File: config.mk
export PLATFORM = sky130hd
export DESIGN_NAME = eas_top
export DESIGN_NICKNAME = d
export VERILOG_FILES = /design/src/shared/eas_pkg.sv /design/src/verilog/eas_sync.sv /design/src/verilog/eas_top.sv
export SDC_FILE = /design/constraint.sdc
export NUM_CORES = 1
export LEC_CHECK = 0
export ABC_AREA = 1
export BUFFER_PORTS_ARGS = -buffer_cell sky130_fd_sc_hd__buf_4
export CAP_MARGIN = 20
export CORE_ASPECT_RATIO = 1.25
export CORE_MARGIN = 2
export CORE_UTILIZATION = 57
export DETAILED_ROUTE_END_ITERATION = 16
export PLACE_DENSITY = 0.79
export SETUP_SLACK_MARGIN = 0.15
export SLEW_MARGIN = 20
export SYNTH_ARGS = -nofsm -noshare
export SYNTH_HDL_FRONTEND = slang
export SYNTH_SLANG_ARGS = --single-unit
File: constraint.sdc
create_clock -name sys_clk_i -period 1.9 [get_ports sys_clk_i]
set_input_delay 0 -clock sys_clk_i [delete_from_list [all_inputs] [get_ports sys_clk_i]]
set_output_delay 0 -clock sys_clk_i [all_outputs]
set_load 0.005 [all_outputs]
File: src/shared/eas_pkg.sv
package eas_pkg;

  // Chosen command codes; any other code is ignored for the rest of the frame
  localparam logic [7:0] OP_BANK_WR   = 8'h17;
  localparam logic [7:0] OP_LEGACY_RD = 8'h03;
  localparam logic [7:0] OP_NEW_RD    = 8'h13;
  localparam logic [7:0] OP_OTHER_RD  = 8'h4B;

  localparam int unsigned CMD_BITS      = 8;
  localparam int unsigned ADDR_W        = 32;
  localparam int unsigned ADDR_LEGACY_W = 24;
  localparam int unsigned BANK_EXT_BIT  = 7;
  localparam int unsigned SYNC_STAGES   = 2;

  localparam logic [5:0] CMD_LAST   = 6'h07;
  localparam logic [5:0] BANK_LAST  = 6'h07;
  localparam logic [5:0] ADDR24_LAST = 6'h17;
  localparam logic [5:0] ADDR32_LAST = 6'h1F;
  localparam logic [7:0] BANK_RESET = 8'h00;

  typedef enum logic [2:0] {
    EAS_IDLE   = 3'b000,
    EAS_CMD    = 3'b001,
    EAS_ADDR   = 3'b010,
    EAS_BANK   = 3'b011,
    EAS_IGNORE = 3'b100
  } eas_state_t;

  typedef struct packed {
    logic sck;
    logic cs_n;
    logic si;
  } eas_spi_in_t;

  typedef struct packed {
    eas_state_t  st;
    logic [5:0]  cnt;
    logic [31:0] shreg;
    logic [7:0]  cmd;
    logic [7:0]  bank;
    logic        len32;
    logic        main_space;
    logic [31:0] addr;
    logic        valid;
    logic        sck_prev;
  } eas_regs_t;

  localparam eas_regs_t REGS_RESET = '{
    st:         EAS_IDLE,
    cnt:        6'h00,
    shreg:      32'h0000_0000,
    cmd:        8'h00,
    bank:       BANK_RESET,
    len32:      1'b0,
    main_space: 1'b0,
    addr:       32'h0000_0000,
    valid:      1'b0,
    // Synchroniser resets high; matching it avoids a false clock edge
    sck_prev:   1'b1
  };

endpackage : eas_pkg

File: src/verilog/eas_sync.sv
`timescale 1ns/1ps
`default_nettype none

module eas_sync #(
  parameter int unsigned WIDTH = 3
) (
  input  wire logic             sys_clk_i,
  input  wire logic             rst_i,
  input  wire logic [WIDTH-1:0] d_i,
  output logic      [WIDTH-1:0] q_o
);

  logic [WIDTH-1:0] meta_reg;
  logic [WIDTH-1:0] meta_next;
  logic [WIDTH-1:0] q_next;

  // Two flops per bit; first stage feeds only the second
  for (genvar i = 0; i < WIDTH; i++)
  begin : g_bit
    always_comb
    begin
      meta_next[i] = d_i[i];
      q_next[i]    = meta_reg[i];
    end

    always_ff @(posedge sys_clk_i)
    begin
      if (rst_i)
      begin
        meta_reg[i] <= 1'b1;
        q_o[i]      <= 1'b1;
      end
      else
      begin
        meta_reg[i] <= meta_next[i];
        q_o[i]      <= q_next[i];
      end
    end
  end

endmodule : eas_sync

`default_nettype wire

File: src/verilog/eas_top.sv
// Behaviour
// Accept byte addresses up to 32 bits.
// Legacy commands keep 24-bit addressing.
// Bank register supplies upper bits, host loaded.
// Extended mode makes legacy commands take 32.
// New commands always take 32 address bits.
// Reset clears bank register, selects 24-bit.
// Small variant ignores bits 31..24 on array.
// Other spaces take full 32-bit address.
// 24-bit mode places bank bits above address.
`timescale 1ns/1ps
`default_nettype none

module eas_top #(
  parameter bit SMALL_DENSITY = 1'b0
) (
  input  wire logic        sys_clk_i,
  input  wire logic        rst_i,
  input  wire logic        spi_sck_i,
  input  wire logic        spi_cs_n_i,
  input  wire logic        spi_si_i,
  output logic      [31:0] addr_o,
  output logic             addr_valid_o,
  output logic             addr_len32_o,
  output logic             main_space_o,
  output logic      [7:0]  cmd_o,
  output logic      [7:0]  bank_o,
  output logic             ext_mode_o
);

  eas_pkg::eas_regs_t   s_reg;
  eas_pkg::eas_regs_t   s_next;
  eas_pkg::eas_spi_in_t pins;
  logic [2:0]           pins_raw;
  logic                 sck_rise;
  logic [31:0]          sh_in;
  logic                 bank_load;

  eas_sync #(
    .WIDTH (3)
  ) u_sync (
    .sys_clk_i (sys_clk_i),
    .rst_i     (rst_i),
    .d_i       ({spi_sck_i, spi_cs_n_i, spi_si_i}),
    .q_o       (pins_raw)
  );

  assign pins = eas_pkg::eas_spi_in_t'(pins_raw);

  // Effective address from the received bits
  function automatic logic [31:0] form_addr(
    input logic [31:0] raw,
    input logic        len32,
    input logic        main_space,
    input logic [7:0]  bank
  );
    logic [31:0] a;
    a = raw;
    if (!len32)
    begin
      a = {1'b0, bank[6:0], raw[23:0]};
    end
    if (SMALL_DENSITY && main_space)
    begin
      a[31:24] = 8'h00;
    end
    return a;
  endfunction : form_addr

  always_comb
  begin
    s_next          = s_reg;
    s_next.valid    = 1'b0;
    s_next.sck_prev = pins.sck;
    sck_rise        = pins.sck & ~s_reg.sck_prev;
    sh_in           = {s_reg.shreg[30:0], pins.si};
    bank_load       = 1'b0;
    if (pins.cs_n)
    begin
      s_next.st  = eas_pkg::EAS_IDLE;
      s_next.cnt = 6'h00;
    end
    else
    begin
      case (s_reg.st)
        eas_pkg::EAS_IDLE:
        begin
          s_next.st  = eas_pkg::EAS_CMD;
          s_next.cnt = 6'h00;
        end
        eas_pkg::EAS_CMD:
        begin
          if (sck_rise)
          begin
            s_next.shreg = sh_in;
            s_next.cnt   = s_reg.cnt + 6'h01;
            if (s_reg.cnt == eas_pkg::CMD_LAST)
            begin
              s_next.cmd = sh_in[7:0];
              s_next.cnt = 6'h00;
              s_next.st  = eas_pkg::EAS_ADDR;
              if (sh_in[7:0] == eas_pkg::OP_BANK_WR)
              begin
                s_next.st = eas_pkg::EAS_BANK;
              end
              else if (sh_in[7:0] == eas_pkg::OP_LEGACY_RD)
              begin
                s_next.len32      = s_reg.bank[eas_pkg::BANK_EXT_BIT];
                s_next.main_space = 1'b1;
              end
              else if (sh_in[7:0] == eas_pkg::OP_NEW_RD)
              begin
                s_next.len32      = 1'b1;
                s_next.main_space = 1'b1;
              end
              else if (sh_in[7:0] == eas_pkg::OP_OTHER_RD)
              begin
                s_next.len32      = 1'b1;
                s_next.main_space = 1'b0;
              end
              else
              begin
                s_next.st = eas_pkg::EAS_IGNORE;
              end
            end
          end
        end
        eas_pkg::EAS_ADDR:
        begin
          if (sck_rise)
          begin
            s_next.shreg = sh_in;
            s_next.cnt   = s_reg.cnt + 6'h01;
            if ((s_reg.len32 && s_reg.cnt == eas_pkg::ADDR32_LAST) ||
                (!s_reg.len32 && s_reg.cnt == eas_pkg::ADDR24_LAST))
            begin
              s_next.addr  = form_addr(sh_in, s_reg.len32,
                                       s_reg.main_space, s_reg.bank);
              s_next.valid = 1'b1;
              s_next.st    = eas_pkg::EAS_IGNORE;
            end
          end
        end
        eas_pkg::EAS_BANK:
        begin
          if (sck_rise)
          begin
            s_next.shreg = sh_in;
            s_next.cnt   = s_reg.cnt + 6'h01;
            if (s_reg.cnt == eas_pkg::BANK_LAST)
            begin
              s_next.bank = sh_in[7:0];
              bank_load   = 1'b1;
              s_next.st   = eas_pkg::EAS_IGNORE;
            end
          end
        end
        default:
        begin
          s_next.st = eas_pkg::EAS_IGNORE;
        end
      endcase
    end
  end

  always_ff @(posedge sys_clk_i)
  begin
    if (rst_i)
    begin
      s_reg <= eas_pkg::REGS_RESET;
    end
    else
    begin
      s_reg <= s_next;
    end
  end

  assign addr_o       = s_reg.addr;
  assign addr_valid_o = s_reg.valid;
  assign addr_len32_o = s_reg.len32;
  assign main_space_o = s_reg.main_space;
  assign cmd_o        = s_reg.cmd;
  assign bank_o       = s_reg.bank;
  assign ext_mode_o   = s_reg.bank[eas_pkg::BANK_EXT_BIT];

  a_reset_bank_clear: assert property (
    @(posedge sys_clk_i) rst_i |=>
      (bank_o == 8'h00 && !ext_mode_o && !addr_valid_o))
    else $error("bank register not cleared by reset");

  a_bank_load_value: assert property (
    @(posedge sys_clk_i) disable iff (rst_i)
    bank_load |=> (bank_o == $past(sh_in[7:0])))
    else $error("bank register did not load received byte");

  a_legacy_len_mode: assert property (
    @(posedge sys_clk_i) disable iff (rst_i)
    (addr_valid_o && cmd_o == eas_pkg::OP_LEGACY_RD)
      |-> (addr_len32_o == ext_mode_o))
    else $error("legacy address length does not follow mode");

  a_new_len_full: assert property (
    @(posedge sys_clk_i) disable iff (rst_i)
    (addr_valid_o && cmd_o == eas_pkg::OP_NEW_RD) |-> addr_len32_o)
    else $error("new command did not take 32 address bits");

  a_other_len_full: assert property (
    @(posedge sys_clk_i) disable iff (rst_i)
    (addr_valid_o && cmd_o == eas_pkg::OP_OTHER_RD)
      |-> (addr_len32_o && !main_space_o))
    else $error("other space command not 32-bit");

  a_bank_above_addr: assert property (
    @(posedge sys_clk_i) disable iff (rst_i)
    (addr_valid_o && !addr_len32_o && !SMALL_DENSITY)
      |-> (addr_o[31:24] == {1'b0, bank_o[6:0]}))
    else $error("bank bits not placed above 24-bit address");

  a_small_truncate: assert property (
    @(posedge sys_clk_i) disable iff (rst_i)
    (addr_valid_o && SMALL_DENSITY && main_space_o)
      |-> (addr_o[31:24] == 8'h00))
    else $error("small variant kept upper address bits");

  a_full_addr_kept: assert property (
    @(posedge sys_clk_i) disable iff (rst_i)
    (addr_valid_o && addr_len32_o && !(SMALL_DENSITY && main_space_o))
      |-> (addr_o == s_reg.shreg))
    else $error("32-bit address altered");

  a_valid_one_cycle: assert property (
    @(posedge sys_clk_i) disable iff (rst_i)
    addr_valid_o |=> !addr_valid_o)
    else $error("address valid longer than one cycle");

endmodule : eas_top

`default_nettype wire
# Word-level counts from Yosys, hierarchy flattened
# Cells that the tools add are included.
word_totals:
  reg_bits: 98
  inputBits: 5
  out_inout_bits: 52
classes:
  add_sub_neg: 1
  n_eq_ne: 16
  n_mux: 19
  bitwise: 6
  n_reduce_logical: 17
ops:
  columns: ["cell", "n"]
  rows:
  - ["one-hot mux 31 bit (3 select lines)", 1]
  - ["2-to-1 mux 41 bit", 2]
  - ["2-to-1 mux 49 bit", 1]
  - ["2-to-1 mux 32 bit", 1]
  - ["one-hot mux 6 bit (4 select lines)", 1]
  - ["2-to-1 mux 3 bit", 6]
  - ["== test 8 x 5 -> 1 bit, second input constant", 2]
  - ["AND reduction 4 bit", 4]
  - ["== test 6 x 5 -> 1 bit, second input constant", 2]
  - ["inequality test 2 bit, second input constant", 6]
  - ["one-hot mux 3 bit (4 select lines)", 1]
  - ["AND reduction 6 bit", 2]
  - ["2-to-1 mux 9 bit", 1]
  - ["== test 8 x 2 -> 1 bit, second input constant", 1]
  - ["== test 8 x 7 -> 1 bit, second input constant", 1]
  - ["2-to-1 mux 8 bit", 1]
  - ["adder 6 x 1 -> 6 bit, second input constant", 1]
  - ["== test 3 x 2 -> 1 bit, second input constant", 2]
  - ["== test 6 x 3 -> 1 bit, second input constant", 1]
  - ["2-to-1 mux 2 bit", 3]
  - ["nonzero test 3 bit", 2]
  - ["NOT 1 bit", 5]
  - ["AND reduction 5 bit", 1]
  - ["nonzero test 4 bit", 1]
  - ["9 further kinds", 10]

# Depth between registers and ports, before layout
# Gate-level depths: netlist (run 1).
depth:
  word_depth: 8
  mapped_depth: 11

# Hierarchy
# Synthesis (run 1) repeated with hierarchy kept, for this count alone.
unflattened:
  cells_unflattened: 656
  hier_area_um2: 4463.0
by_module_without_submodules:
  columns: ["module", "instances", "cells_each", "area_per_inst_um2", "seq_area_each_um2"]
  rows:
  - ["eas_top", 1, 637, 4294.1, 1841.8]
  - ["eas_sync", 1, 19, 168.9, 120.1]

# Least setup slack after synthesis (run 1)
# OpenSTA, ideal clock, no wires.
synth_path:
  path_type: "reg2reg"
  start: "reg s_reg[84] (netlist name)"
  end: "reg s_reg (netlist bit addr_o[10])"
  setup_ns: 0.113
  arrival_ns: 1.334
  required_ns: 1.787
  slack_ns: 0.453
  stages_incl_launch_ff: 11
  path_buffers: 2
  period_less_slack_ns: 1.447
  path_cell_list: "dfxtp_1 ha_1 nand3_1 nand2_1 nand3_2 inv_2 nand2_2 buf_6 buf_2 nor2_1 nor2_1"
synth_via:
  elab_chain_len: 4
  elab_cells_between_ends: 6
  cone_classes: "2 x eq/ne; 4 x reduce/logical"
synth_lines:
  columns: ["item", "line", "text"]
  rows:
  - ["start: declaration", "eas_top.sv:31", "eas_pkg::eas_regs_t s_reg;"]
  - ["start signal: assignment", "eas_top.sv:170", "s_reg <= eas_pkg::REGS_RESET;"]
  - ["start signal: assignment", "eas_top.sv:174", "s_reg <= s_next;"]
  - ["== test 6 x 5 -> 1 bit (on tied branches)", "eas_top.sv:134, eas_top.sv:135", null]
  - ["logical AND 1 bit (on tied branches)", "eas_top.sv:134, eas_top.sv:135", null]
  - ["logical OR 1 bit *", "eas_top.sv:134", "if ((s_reg.len32 && s_reg.cnt == eas_pkg::ADDR32_LAST) ||"]
  - ["AND reduction 4 bit (no line) *", null, null]
# Every way passes the cells marked *; elsewhere a longest branch is shown, timed or not.
# A chain may end at the register's enable or synchronous reset.

# Worst setup path in the final report (run 1)
layout_path:
  start: "reg s_reg[85] (netlist name)"
  end: "reg s_reg (netlist bit addr_o[0])"
# The elaborated chain is that of the path after synthesis.

==> impl_metrics.py, run 1 <==
metrics = {
    "critical_path": {
        "slowest_delay_ns": 0.37,
        "setup.worst_path.class": "reg2reg",
        "worstSetupEndpointType": "flop",
        "critPathLaunchType": "flop",
        "crit_path_start": "s_reg[85]",
        "crit_required_ns": 2.17,
        "path_max_fanout": 25,
        "crit_top_cell": "nor2_1",
        "cpMaxStageDelayCell": "dfxtp_1",
        "ff2ff_path_depth": 9,
        "worstPathArrival_ns": 1.87,
        "cp_cell_sequence": "ha_2 > nand3_1 > nand2_1 > nand3_2 > inv_2 > nand2_4 > clkbuf_16 > nor2_1 > nor2_1",
        "r2r_start": "s_reg[85]",
    },
    "die": {
        "core_area_sq_um": 7660,
        "initial_utilization_pct": 58.0,
        "die_w_um": 83.0,
        "io_pins": 57,
        "dieArea_sq_um": 8520,
        "rows": 36,
        "die_h_um": 103,
    },
    "finish": {
        "nNetsFinal": 655,
        "final_common_cell": "nand2_1",
        "largest_reg_flops": 41,
        "drive_gt1_share_pct": 15.8,
        "diodes": 0,
        "fillCellCount": 691,
        "areaGrowthSynthToFinish_pct": 7.75,
        "register_area_sq_um": 1960,
        "multi_input_area_sq_um": 1770,
        "layout_common_cells": "191 x nand2_1, 114 x nor2_1, 98 x dfxtp_1",
    },
    "place": {
        "pre_cts_slack_ns": 0.298,
        "hpwl_um": 6000,
        "gp_congestion": 0.890,
        "io_buffers": 56,
    },
    "timing": {
        "setup_ws_ns": 0.298,
        "final-hold-violation-count": 0,
        "setup_tns_ns": 0,
        "slew_viol_final": 0,
        "worst_pin_slew_ns": 0.623,
        "finClkSkew_ns": 0.00978,
        "period_minus_slack_ns": 1.60,
        "max_freq_mhz": 624,
        "setup_viol": 0,
        "fin_crit_sh_pct": 84.3,
        "rsz0062_at_grt": "true",
        "max_slew_margin_pct": 58.0,
    },
    "clock_tree": {
        "insertion_delay_ns": 0.36,
        "clock_path_buffers": 2,
        "cts_made_buffers": 9,
        "cts_tree": "built",
        "path_clk_slew_ns": 0.09,
        "htreeDepth": 3,
        "clock_sinks": 98,
        "post_cts_buffers": 0,
        "cts_root_buf": "clkbuf_8",
    },
    "drt": {
        "viasPerCell": 5.00,
        "drt_first_pass_iters": 5,
        "via_count": 3737,
        "ant_nets": 0,
        "drt_iter0_markers": 185,
        "drcViolationCount": 0,
        "routedWlPerCell_um": 12.0,
        "wl_um": 8980,
    },
    "run": {
        "drv_cap": 0,
    },
    "global_routing": {
        "antenna_found_initial": 0,
        "gr-total-overflow": 0,
        "grt_pass1_wl_um": 14500,
        "grtUsageTotal_pct": 20.6,
        "grt_pass1_vias": 3328,
        "grt_max_degree": 51,
    },
    "status": {
        "status": "complete, no violations",
    },
    "synthesis": {
        "seq_area_frac_synth_pct": 44.2,
        "syn_area_per_cell_sq_um": 6.89,
        "ys_warn_count": 0,
        "synth_seq_cells": 98,
        "syn_nets": 651,
        "ys_types": 27,
        "synth_area_sq_um": 4440,
        "synth_cells": 645,
    },
    "hold_path": {
        "min_path_type": "in2reg",
        "hold_depth": 2,
        "hold_path.startpoint": "rst_i",
    },
    "power": {
        "cellPowerDensity_nw_per_um2": 704,
        "leakage_nw": 2.30,
        "ir_drop_mv": 0.487,
    },
}
[logic make-up after synthesis]
group	synth area share (%)
AOI/OAI and AO/OA	8.08
adders and majority gates	0.282
buffers and inverters	16.3
DFF	44.2
and+or+nand+nor	31.1
[final cells by class]
class	instances	share of cell area [%]
inverters	63	4.94
clock inverters	4	0.575
multi-input cells	411	36.9
well taps	95	2.48
flip-flops and latches	98	41.0
clock buffers	11	2.95
repair buffers	66	11.1
[worst max-delay path, delay by kind of cell (launching register included)]
kind,cells,cell delay (ns)
buffers and inverters,2,0.30
AND/OR/NAND/NOR,6,0.60
flip-flops,1,0.37
adder cells (fa/ha/maj),1,0.22
[report_power, final]
part / internal, mW / switching [mW] / total, mW
Combinational: 0.0250 / 0.0503 / 0.0753
Clock: 0.509 / 0.719 / 1.23
Sequential: 2.06 / 0.00533 / 2.06
Total: 2.59 / 0.775 / 3.37
[metal layers]
layer	vias to the layer above	global-route usage (%)	wire, um
li1	1913	-	-
met1	1700	23.8	3890
met2	106	38.0	4500
met3	18	4.48	437
met4	0	7.69	159
met5	-	0	0
[per-stage QoR]
stage	hold WS (ns)	utilization [%]	instances	area [sq um]	total power, mW
after floorplan	0.104	-	645	4440	2.16
after global placement	0.188	59.4	729	4550	2.18
after detailed placement	0.187	59.4	729	4550	2.18
after CTS	0.0359	62.0	747	4750	3.38
after global routing	0.0654	62.5	748	4790	3.47
final	0.0454	62.5	748	4790	3.37
[final timing paths]
path	endpoint	slack, ns
hold reg to reg	u_sync.q_o[1]	0.42
setup reg to reg	addr_o[0]	0.30
setup / recovery	addr_o[0]	0.30
hold / removal	s_reg[70]	0.05
[what timing repair did]
item,4_1_cts,5_1_grt
hold buffers,3,0
setup endpoints to repair,0,35
hold endpoints to repair,3,0
gates resized for setup,0,3
[cells in the mapped netlist (all sizes together)]
| master | n | area (sq um) |
|---|---|---|
| a31oi | 1 | 6.26 |
| clkinv | 1 | 3.75 |
| nand2 | 195 | 747 |
| nor2 | 120 | 480 |
| dfxtp | 98 | 1960 |
| nor3 | 4 | 36.3 |
| nand4 | 1 | 6.26 |
| nand3 | 13 | 75.1 |
| or2 | 6 | 37.5 |
| inv | 62 | 233 |
| clkbuf | 11 | 43.8 |
| a21oi | 44 | 220 |
| o21bai | 1 | 7.51 |
| o21ai | 25 | 125 |
| ha | 1 | 12.5 |
| buf | 62 | 445 |
(Power assumes the default switching activity.)
==> run 2: changes to the inputs <==
--- a/config.mk
+++ b/config.mk
@@ -5,14 +5,14 @@
 export SDC_FILE = /design/constraint.sdc
 export NUM_CORES = 1
 export LEC_CHECK = 0
-export ABC_AREA = 1
+export ABC_AREA = 0
 export BUFFER_PORTS_ARGS = -buffer_cell sky130_fd_sc_hd__buf_4
 export CAP_MARGIN = 20
 export CORE_ASPECT_RATIO = 1.25
 export CORE_MARGIN = 2
-export CORE_UTILIZATION = 57
+export CORE_UTILIZATION = 52
 export DETAILED_ROUTE_END_ITERATION = 16
-export PLACE_DENSITY = 0.79
+export PLACE_DENSITY = 0.76
 export SETUP_SLACK_MARGIN = 0.15
 export SLEW_MARGIN = 20
 export SYNTH_ARGS = -nofsm -noshare
==> constraint.sdc (replaced) <==
create_clock -name sys_clk_i -period 1.4 [get_ports sys_clk_i]
set_input_delay 0 -clock sys_clk_i [delete_from_list [all_inputs] [get_ports sys_clk_i]]
set_output_delay 0 -clock sys_clk_i [all_outputs]
set_load 0.005 [all_outputs]
==> impl_metrics.py, run 2 <==
metrics = {
    "die": {
        "io_pins": 57,
        "initial_utilization_pct": 54.1,
        "core_area_sq_um": 7880,
        "dieArea_sq_um": 8940,
        "rows": 36,
        "die_w_um": 85.0,
        "die_h_um": 105,
    },
    "global_routing": {
        "grt_pass1_wl_um": 17000,
        "grt_max_degree": 53,
        "antenna_found_initial": 0,
        "grtUsageTotal_pct": 23.8,
        "grt_pass1_vias": 3610,
        "gr-total-overflow": 0,
    },
    "synthesis": {
        "synth_common_cells": "98 x dfxtp_1, 68 x a21oi_1, 65 x nand2_1",
        "ys_async_sr_fraction_pct": 0,
        "synth.area.top_cells": "dfxtp_1 46%, buf_4 8.5%, a21oi_1 8.0%",
        "ys.flop_type": "dfxtp_1",
        "seq_area_frac_synth_pct": 46.0,
        "synth_top_area_share_pct": 46.0,
        "synth_cells": 490,
        "ys_types": 49,
        "synth_area_sq_um": 4260,
        "syn_area_per_cell_sq_um": 8.70,
        "synth-edff-count": 0,
        "yosysMostFrequentCell": "dfxtp_1",
        "yosysTopAreaCell": "dfxtp_1",
        "ys_warn_count": 0,
        "syn_nets": 496,
        "synth_seq_cells": 98,
    },
    "place": {
        "gp_congestion": 0.856,
        "hpwl_um": 6790,
        "io_buffers": 56,
        "placed_cells": 609,
        "placed_area_sq_um": 4820,
    },
    "critical_path": {
        "critPathLaunchType": "flop",
        "path_max_fanout": 11,
        "worstPathArrival_ns": 2.11,
        "ff2ff_path_depth": 5,
        "worstSetupEndpointType": "flop",
        "crit_required_ns": 1.67,
        "setup.worst_path.class": "reg2reg",
    },
    "timing": {
        "max_freq_mhz": 544,
        "setup_tns_ns": -27.12,
        "setup_ws_ns": -0.439,
        "max_slew_margin_pct": 66.6,
        "fin_crit_sh_pct": 131,
        "rsz0062_at_grt": "true",
        "period_minus_slack_ns": 1.84,
        "finClkSkew_ns": 0.00862,
        "setup_viol": 90,
        "slew_viol_final": 0,
        "hold_slack_ns": 0.0582,
        "final-hold-violation-count": 0,
        "worst_pin_slew_ns": 0.497,
    },
    "clock_tree": {
        "cts_tree": "built",
        "cts_root_buf": "clkbuf_8",
        "path_clk_slew_ns": 0.09,
        "insertion_delay_ns": 0.38,
        "clock_sinks": 98,
        "htreeDepth": 3,
        "clock_path_buffers": 2,
        "cts_made_buffers": 9,
    },
    "finish": {
        "diodes": 0,
        "largest_reg_flops": 41,
        "areaGrowthSynthToFinish_pct": 35.0,
        "drive_gt1_share_pct": 44.2,
        "final_common_cell": "buf_4",
        "layout_common_cells": "100 x buf_4, 91 x dfxtp_1, 50 x a21oi_1",
        "finish.instance_area_sq_um": 5760,
        "final_cells": 647,
        "fillCellCount": 533,
        "nNetsFinal": 554,
    },
    "drt": {
        "routedWlPerCell_um": 18.4,
        "drt_first_pass_iters": 5,
        "viasPerCell": 5.76,
        "drcViolationCount": 0,
        "ant_nets": 0,
        "drt_iter0_markers": 202,
        "via_count": 3728,
        "wl_um": 11900,
    },
    "power": {
        "cellPowerDensity_nw_per_um2": 844,
        "ir_drop_mv": 0.637,
        "leakage_nw": 2.09,
        "power_mw": 4.86,
    },
    "hold_path": {
        "hold_depth": 3,
        "min_path_type": "in2reg",
    },
    "run": {
        "drv_cap": 0,
    },
    "status": {
        "violations": "setup timing",
        "status": "complete, but fails checks",
    },
}
==> run 2: stage by stage <==
stage / utilization [%] / worst slack [ns]
detailed placement: 61.2 / -0.474
finish: 73.0 / -0.439
global placement: 61.2 / -0.406
floorplan: - / -0.521
CTS: 67.2 / -0.398
global route: 73.0 / -0.524
==> run 2: worst paths after layout <==
| path | endpoint | slack (ns) | startpoint |
|---|---|---|---|
| hold / removal | s_reg[57] | 0.06 | rst_i |
| setup / recovery | addr_o[0] | -0.44 | s_reg[92] |
| hold reg to reg | u_sync.q_o[2] | 0.42 | u_sync.meta_reg[2] |
| setup reg to reg | addr_o[0] | -0.44 | s_reg[92] |
==> run 2: report_power, final <==
part           switching [mW]  leakage [nW]  internal [mW]  total, mW
combinational          0.0755          1.19         0.0577      0.133
clock                    1.00         0.103          0.925       1.93
sequential            0.00560         0.793           2.79       2.80
==> run 2: what timing repair did <==
item | 4_1_cts | 5_1_grt
hold endpoints to repair | 4 | 0
setup endpoints to repair | 91 | 91
cloned | 4 | 3
resized for setup | 34 | 92
hold buffers | 4 | 0
buffers inserted | 4 | 8
pin swaps | 9 | 24
==> run 2: cells by family (layout without fill, tap and decap cells) <==
family                   count (synthesis)  count (layout)  synth area share, %
multiplexers                            25              25                 5.87
AND/OR/NAND/NOR                        161             161                 19.4
buffers and inverters                   88             150                 12.8
adder cells (fa/ha/maj)                  1               1                0.293
XOR/XNOR                                 4               4                0.822
AO/OA/AOI/OAI                          113             113                 14.8
flip-flops                              98              98                 46.0
==> run 2: layer usage <==
layer  track usage (%)  share of wire (%)  up-vias
met2              40.2                 52      140
li1                  -                  -     1762
met3              3.05                5.0       38
met4              14.3                3.8        0
met5                 0                  0        -
met1              28.6                 39     1788
==> run 2: critical path, stage by stage, from the launching register on <==
cell     delay (ns)
dfxtp_2        0.33
or3b_4         0.39
or4b_4         0.53
buf_4          0.20
o21ai_0        0.18
a21oi_1        0.10
==> run 2: cell type report <==
type                       count  area (sq um)  share of cell area, %
sequential                    98          1970                   34.3
tap                           95           119                   2.06
clock buffer                  12           155                   2.70
multi-input combinational    304          2160                   37.6
timing repair buffer         135          1300                   22.5
clock inverter                 3          47.5                  0.826
==> run 3: changes to the inputs <==
--- a/config.mk
+++ b/config.mk
@@ -10,11 +10,12 @@
 export CAP_MARGIN = 20
 export CORE_ASPECT_RATIO = 1.25
 export CORE_MARGIN = 2
-export CORE_UTILIZATION = 52
+export CORE_UTILIZATION = 51
 export DETAILED_ROUTE_END_ITERATION = 16
-export PLACE_DENSITY = 0.76
+export PLACE_DENSITY = 0.75
 export SETUP_SLACK_MARGIN = 0.15
 export SLEW_MARGIN = 20
 export SYNTH_ARGS = -nofsm -noshare
 export SYNTH_HDL_FRONTEND = slang
+export SYNTH_HIERARCHICAL = 1
 export SYNTH_SLANG_ARGS = --single-unit
==> impl_metrics.py, run 3 <==
metrics = {
    "die": {
        "io_pins": 57,
        "dieArea_sq_um": 8830,
        "core_area_sq_um": 7840,
        "die_h_um": 105,
        "initial_utilization_pct": 52.7,
        "rows": 36,
        "die_w_um": 84.5,
    },
    "clock_tree": {
        "ctsHoldBuffers": 3,
        "cts_tree": "built",
        "htreeDepth": 3,
        "cts_made_buffers": 9,
        "cts_root_buf": "clkbuf_8",
        "path_clk_slew_ns": 0.10,
        "insertion_delay_ns": 0.37,
        "clock_path_buffers": 2,
        "clock_sinks": 98,
    },
    "critical_path": {
        "cpMaxStageDelayCell": "or4b_4",
        "critPathLaunchType": "flop",
        "cp_cell_sequence": "or4b_4 > or4_4 > or4_1 > and3b_1",
        "crit_required_ns": 1.66,
        "slowest_delay_ns": 0.53,
        "setup.worst_path.class": "reg2reg",
        "worstSetupEndpointType": "flop",
        "worstPathArrival_ns": 2.25,
        "path_max_fanout": 4,
        "ff2ff_path_depth": 4,
    },
    "synthesis": {
        "yosysTopAreaCell": "dfxtp_1",
        "seq_area_frac_synth_pct": 47.5,
        "syn_nets": 490,
        "synth-edff-count": 0,
        "synth.area.top_cells": "dfxtp_1 48%, buf_4 8.7%, a21oi_1 8.2%",
        "ys.flop_type": "dfxtp_1",
        "synth_cells": 484,
        "synth_common_cells": "98 x dfxtp_1, 68 x a21oi_1, 64 x nand2_1",
        "synth_compound_area_share_pct": 15.0,
        "ys_async_sr_fraction_pct": 0,
        "synth_fa_ha_area_share_pct": 0.303,
        "ys_types": 35,
        "syn_area_per_cell_sq_um": 8.53,
        "synth_area_sq_um": 4130,
        "synth_xor_area_share_pct": 0.849,
        "synth_top_family_by_area": "simple AND/OR/NAND/NOR gates",
        "yosysMostFrequentCell": "dfxtp_1",
        "synth_seq_cells": 98,
        "yosys.area_share.simple_pct": 18.1,
        "muxShareOfSynthArea_pct": 6.06,
        "ys_warn_count": 6,
        "synth_top_area_share_pct": 47.5,
    },
    "status": {
        "violations": "hold timing, setup timing",
        "status": "complete, but fails checks",
    },
    "run": {
        "drv_cap": 0,
    },
    "hold_path": {
        "hold_depth": 3,
        "min_path_type": "in2reg",
    },
    "timing": {
        "fin_crit_sh_pct": 142,
        "finClkSkew_ns": 0.0145,
        "max_slew_margin_pct": 69.2,
        "worst_pin_slew_ns": 0.462,
        "setup_viol": 88,
        "rsz0062_at_grt": "true",
        "hold_slack_ns": -0.0161,
        "slew_viol_final": 0,
        "setup_tns_ns": -38.39,
        "max_freq_mhz": 502,
        "setup_ws_ns": -0.591,
        "final-hold-violation-count": 2,
        "period_minus_slack_ns": 1.99,
    },
    "drt": {
        "ant_nets": 0,
        "viasPerCell": 5.81,
        "drcViolationCount": 0,
        "drt_iter0_markers": 269,
        "drt_first_pass_iters": 5,
        "routedWlPerCell_um": 18.4,
        "via_count": 3713,
        "wl_um": 11800,
    },
    "finish": {
        "final_cells": 639,
        "layout_common_cells": "99 x buf_4, 88 x dfxtp_1, 50 x nand2_1",
        "final_common_cell": "buf_4",
        "nNetsFinal": 545,
        "drive_gt1_share_pct": 43.4,
        "finish.instance_area_sq_um": 5610,
        "areaGrowthSynthToFinish_pct": 36.0,
        "fillCellCount": 540,
        "diodes": 0,
        "largest_reg_flops": 41,
    },
    "power": {
        "ir_drop_mv": 0.701,
        "power_mw": 4.82,
        "power.internal_mw": 3.69,
        "p_switching_mw": 1.13,
        "leakage_nw": 2.15,
        "cellPowerDensity_nw_per_um2": 858,
        "switching_share_pct": 23.4,
        "power_frac_comb_pct": 2.4,
        "p_seq_share_pct": 58.0,
        "clockPowerShare_pct": 39.6,
    },
    "global_routing": {
        "gr-total-overflow": 0,
        "antenna_found_initial": 0,
        "grtUsageTotal_pct": 24.7,
        "grt_pass1_vias": 3521,
        "grt_pass1_wl_um": 17300,
        "grt_max_degree": 90,
    },
    "place": {
        "placed_area_sq_um": 4640,
        "gp_congestion": 0.797,
        "placed_cells": 600,
        "hpwl_um": 5820,
        "io_buffers": 56,
    },
}
==> run 3: cell types whose count changed after synthesis, moves of 3 or more <==
cell | before | now
o21ai_0 | 8 | 28
o21ai_1 | 17 | 0
or2_2 | 10 | 3
or2_1 | 0 | 6
buf_6 | 4 | 0
a211oi_1 | 8 | 11
clkbuf_1 | 30 | 33
nand3_1 | 26 | 29
nand4b_1 | 3 | 0
or4_1 | 2 | 5
==> run 3: cell type report <==
cell class                      instances  area [sq um]  share of cell area [%]
Sequential cell                        98          1980                    35.2
Clock buffer                           10           128                    2.27
Inverter                                1          3.75                  0.0669
Tap cell                               95           119                    2.12
Multi-Input combinational cell        301          2080                    37.1
Clock inverter                          6          75.1                    1.34
Timing Repair Buffer                  128          1230                    21.9
==> run 3: power groups by stage <==
stage                     Clock, mW  Sequential, mW  Combinational, mW
final                          1.91            2.80              0.115
after global placement            0            2.86             0.0854
after floorplan                   0            2.86             0.0502
after global routing           2.02            2.80              0.124
after detailed placement          0            2.86             0.0865
after CTS                      1.89            2.80              0.102
==> run 3: final timing paths <==
| check | startpoint | slack (ns) | to |
|---|---|---|---|
| setup / recovery | u_sync/q_o[1] | -0.59 | addr_len32_o |
| hold / removal | rst_i | -0.02 | s_reg[90] |
| setup reg to reg | u_sync/q_o[1] | -0.59 | addr_len32_o |
| hold reg to reg | u_sync/meta_reg[0] | 0.42 | u_sync/q_o[0] |
==> run 3: repair_timing <==
item / in CTS / in global routing
cloned: 5 / 2
setup buffers: 10 / 3
setup endpoints to repair: 90 / 91
pin swaps: 28 / 22
hold endpoints to repair: 6 / 1
resized for setup: 55 / 69
==> run 3: worst max-delay path: cells and delay by family, from the launching register on <==
kind	cells	cell delay, ns
AND/OR/NAND/NOR	4	1.56
flip-flops	1	0.33
==> run 3: layer usage <==
layer	vias to the layer above	part of all wire (%)	GRT usage, %
met5	-	0	0
met4	0	5.0	13.8
met3	49	5.7	3.87
met2	165	51	42.9
met1	1778	38	28.6
li1	1721	-	-
==> run 3: kinds of logic (layout without fill, tap and decap cells) <==
family | Yosys count | count (layout)
AO/OA/AOI/OAI | 114 | 114
XOR/XNOR | 4 | 4
adder cells (fa/ha/maj) | 1 | 1
buffers and inverters | 85 | 145
flip-flops | 98 | 98
multiplexers | 25 | 25
AND/OR/NAND/NOR | 157 | 157
==> run 3: stage by stage <==
step / util (%) / hold WS, ns / setup slack [ns]
global route: 71.6 / -0.0124 / -0.623
finish: 71.6 / -0.0161 / -0.591
detailed placement: 59.2 / 0.182 / -0.578
global placement: 59.2 / 0.180 / -0.528
CTS: 67.7 / -0.0405 / -0.588
floorplan: - / 0.0971 / -0.519
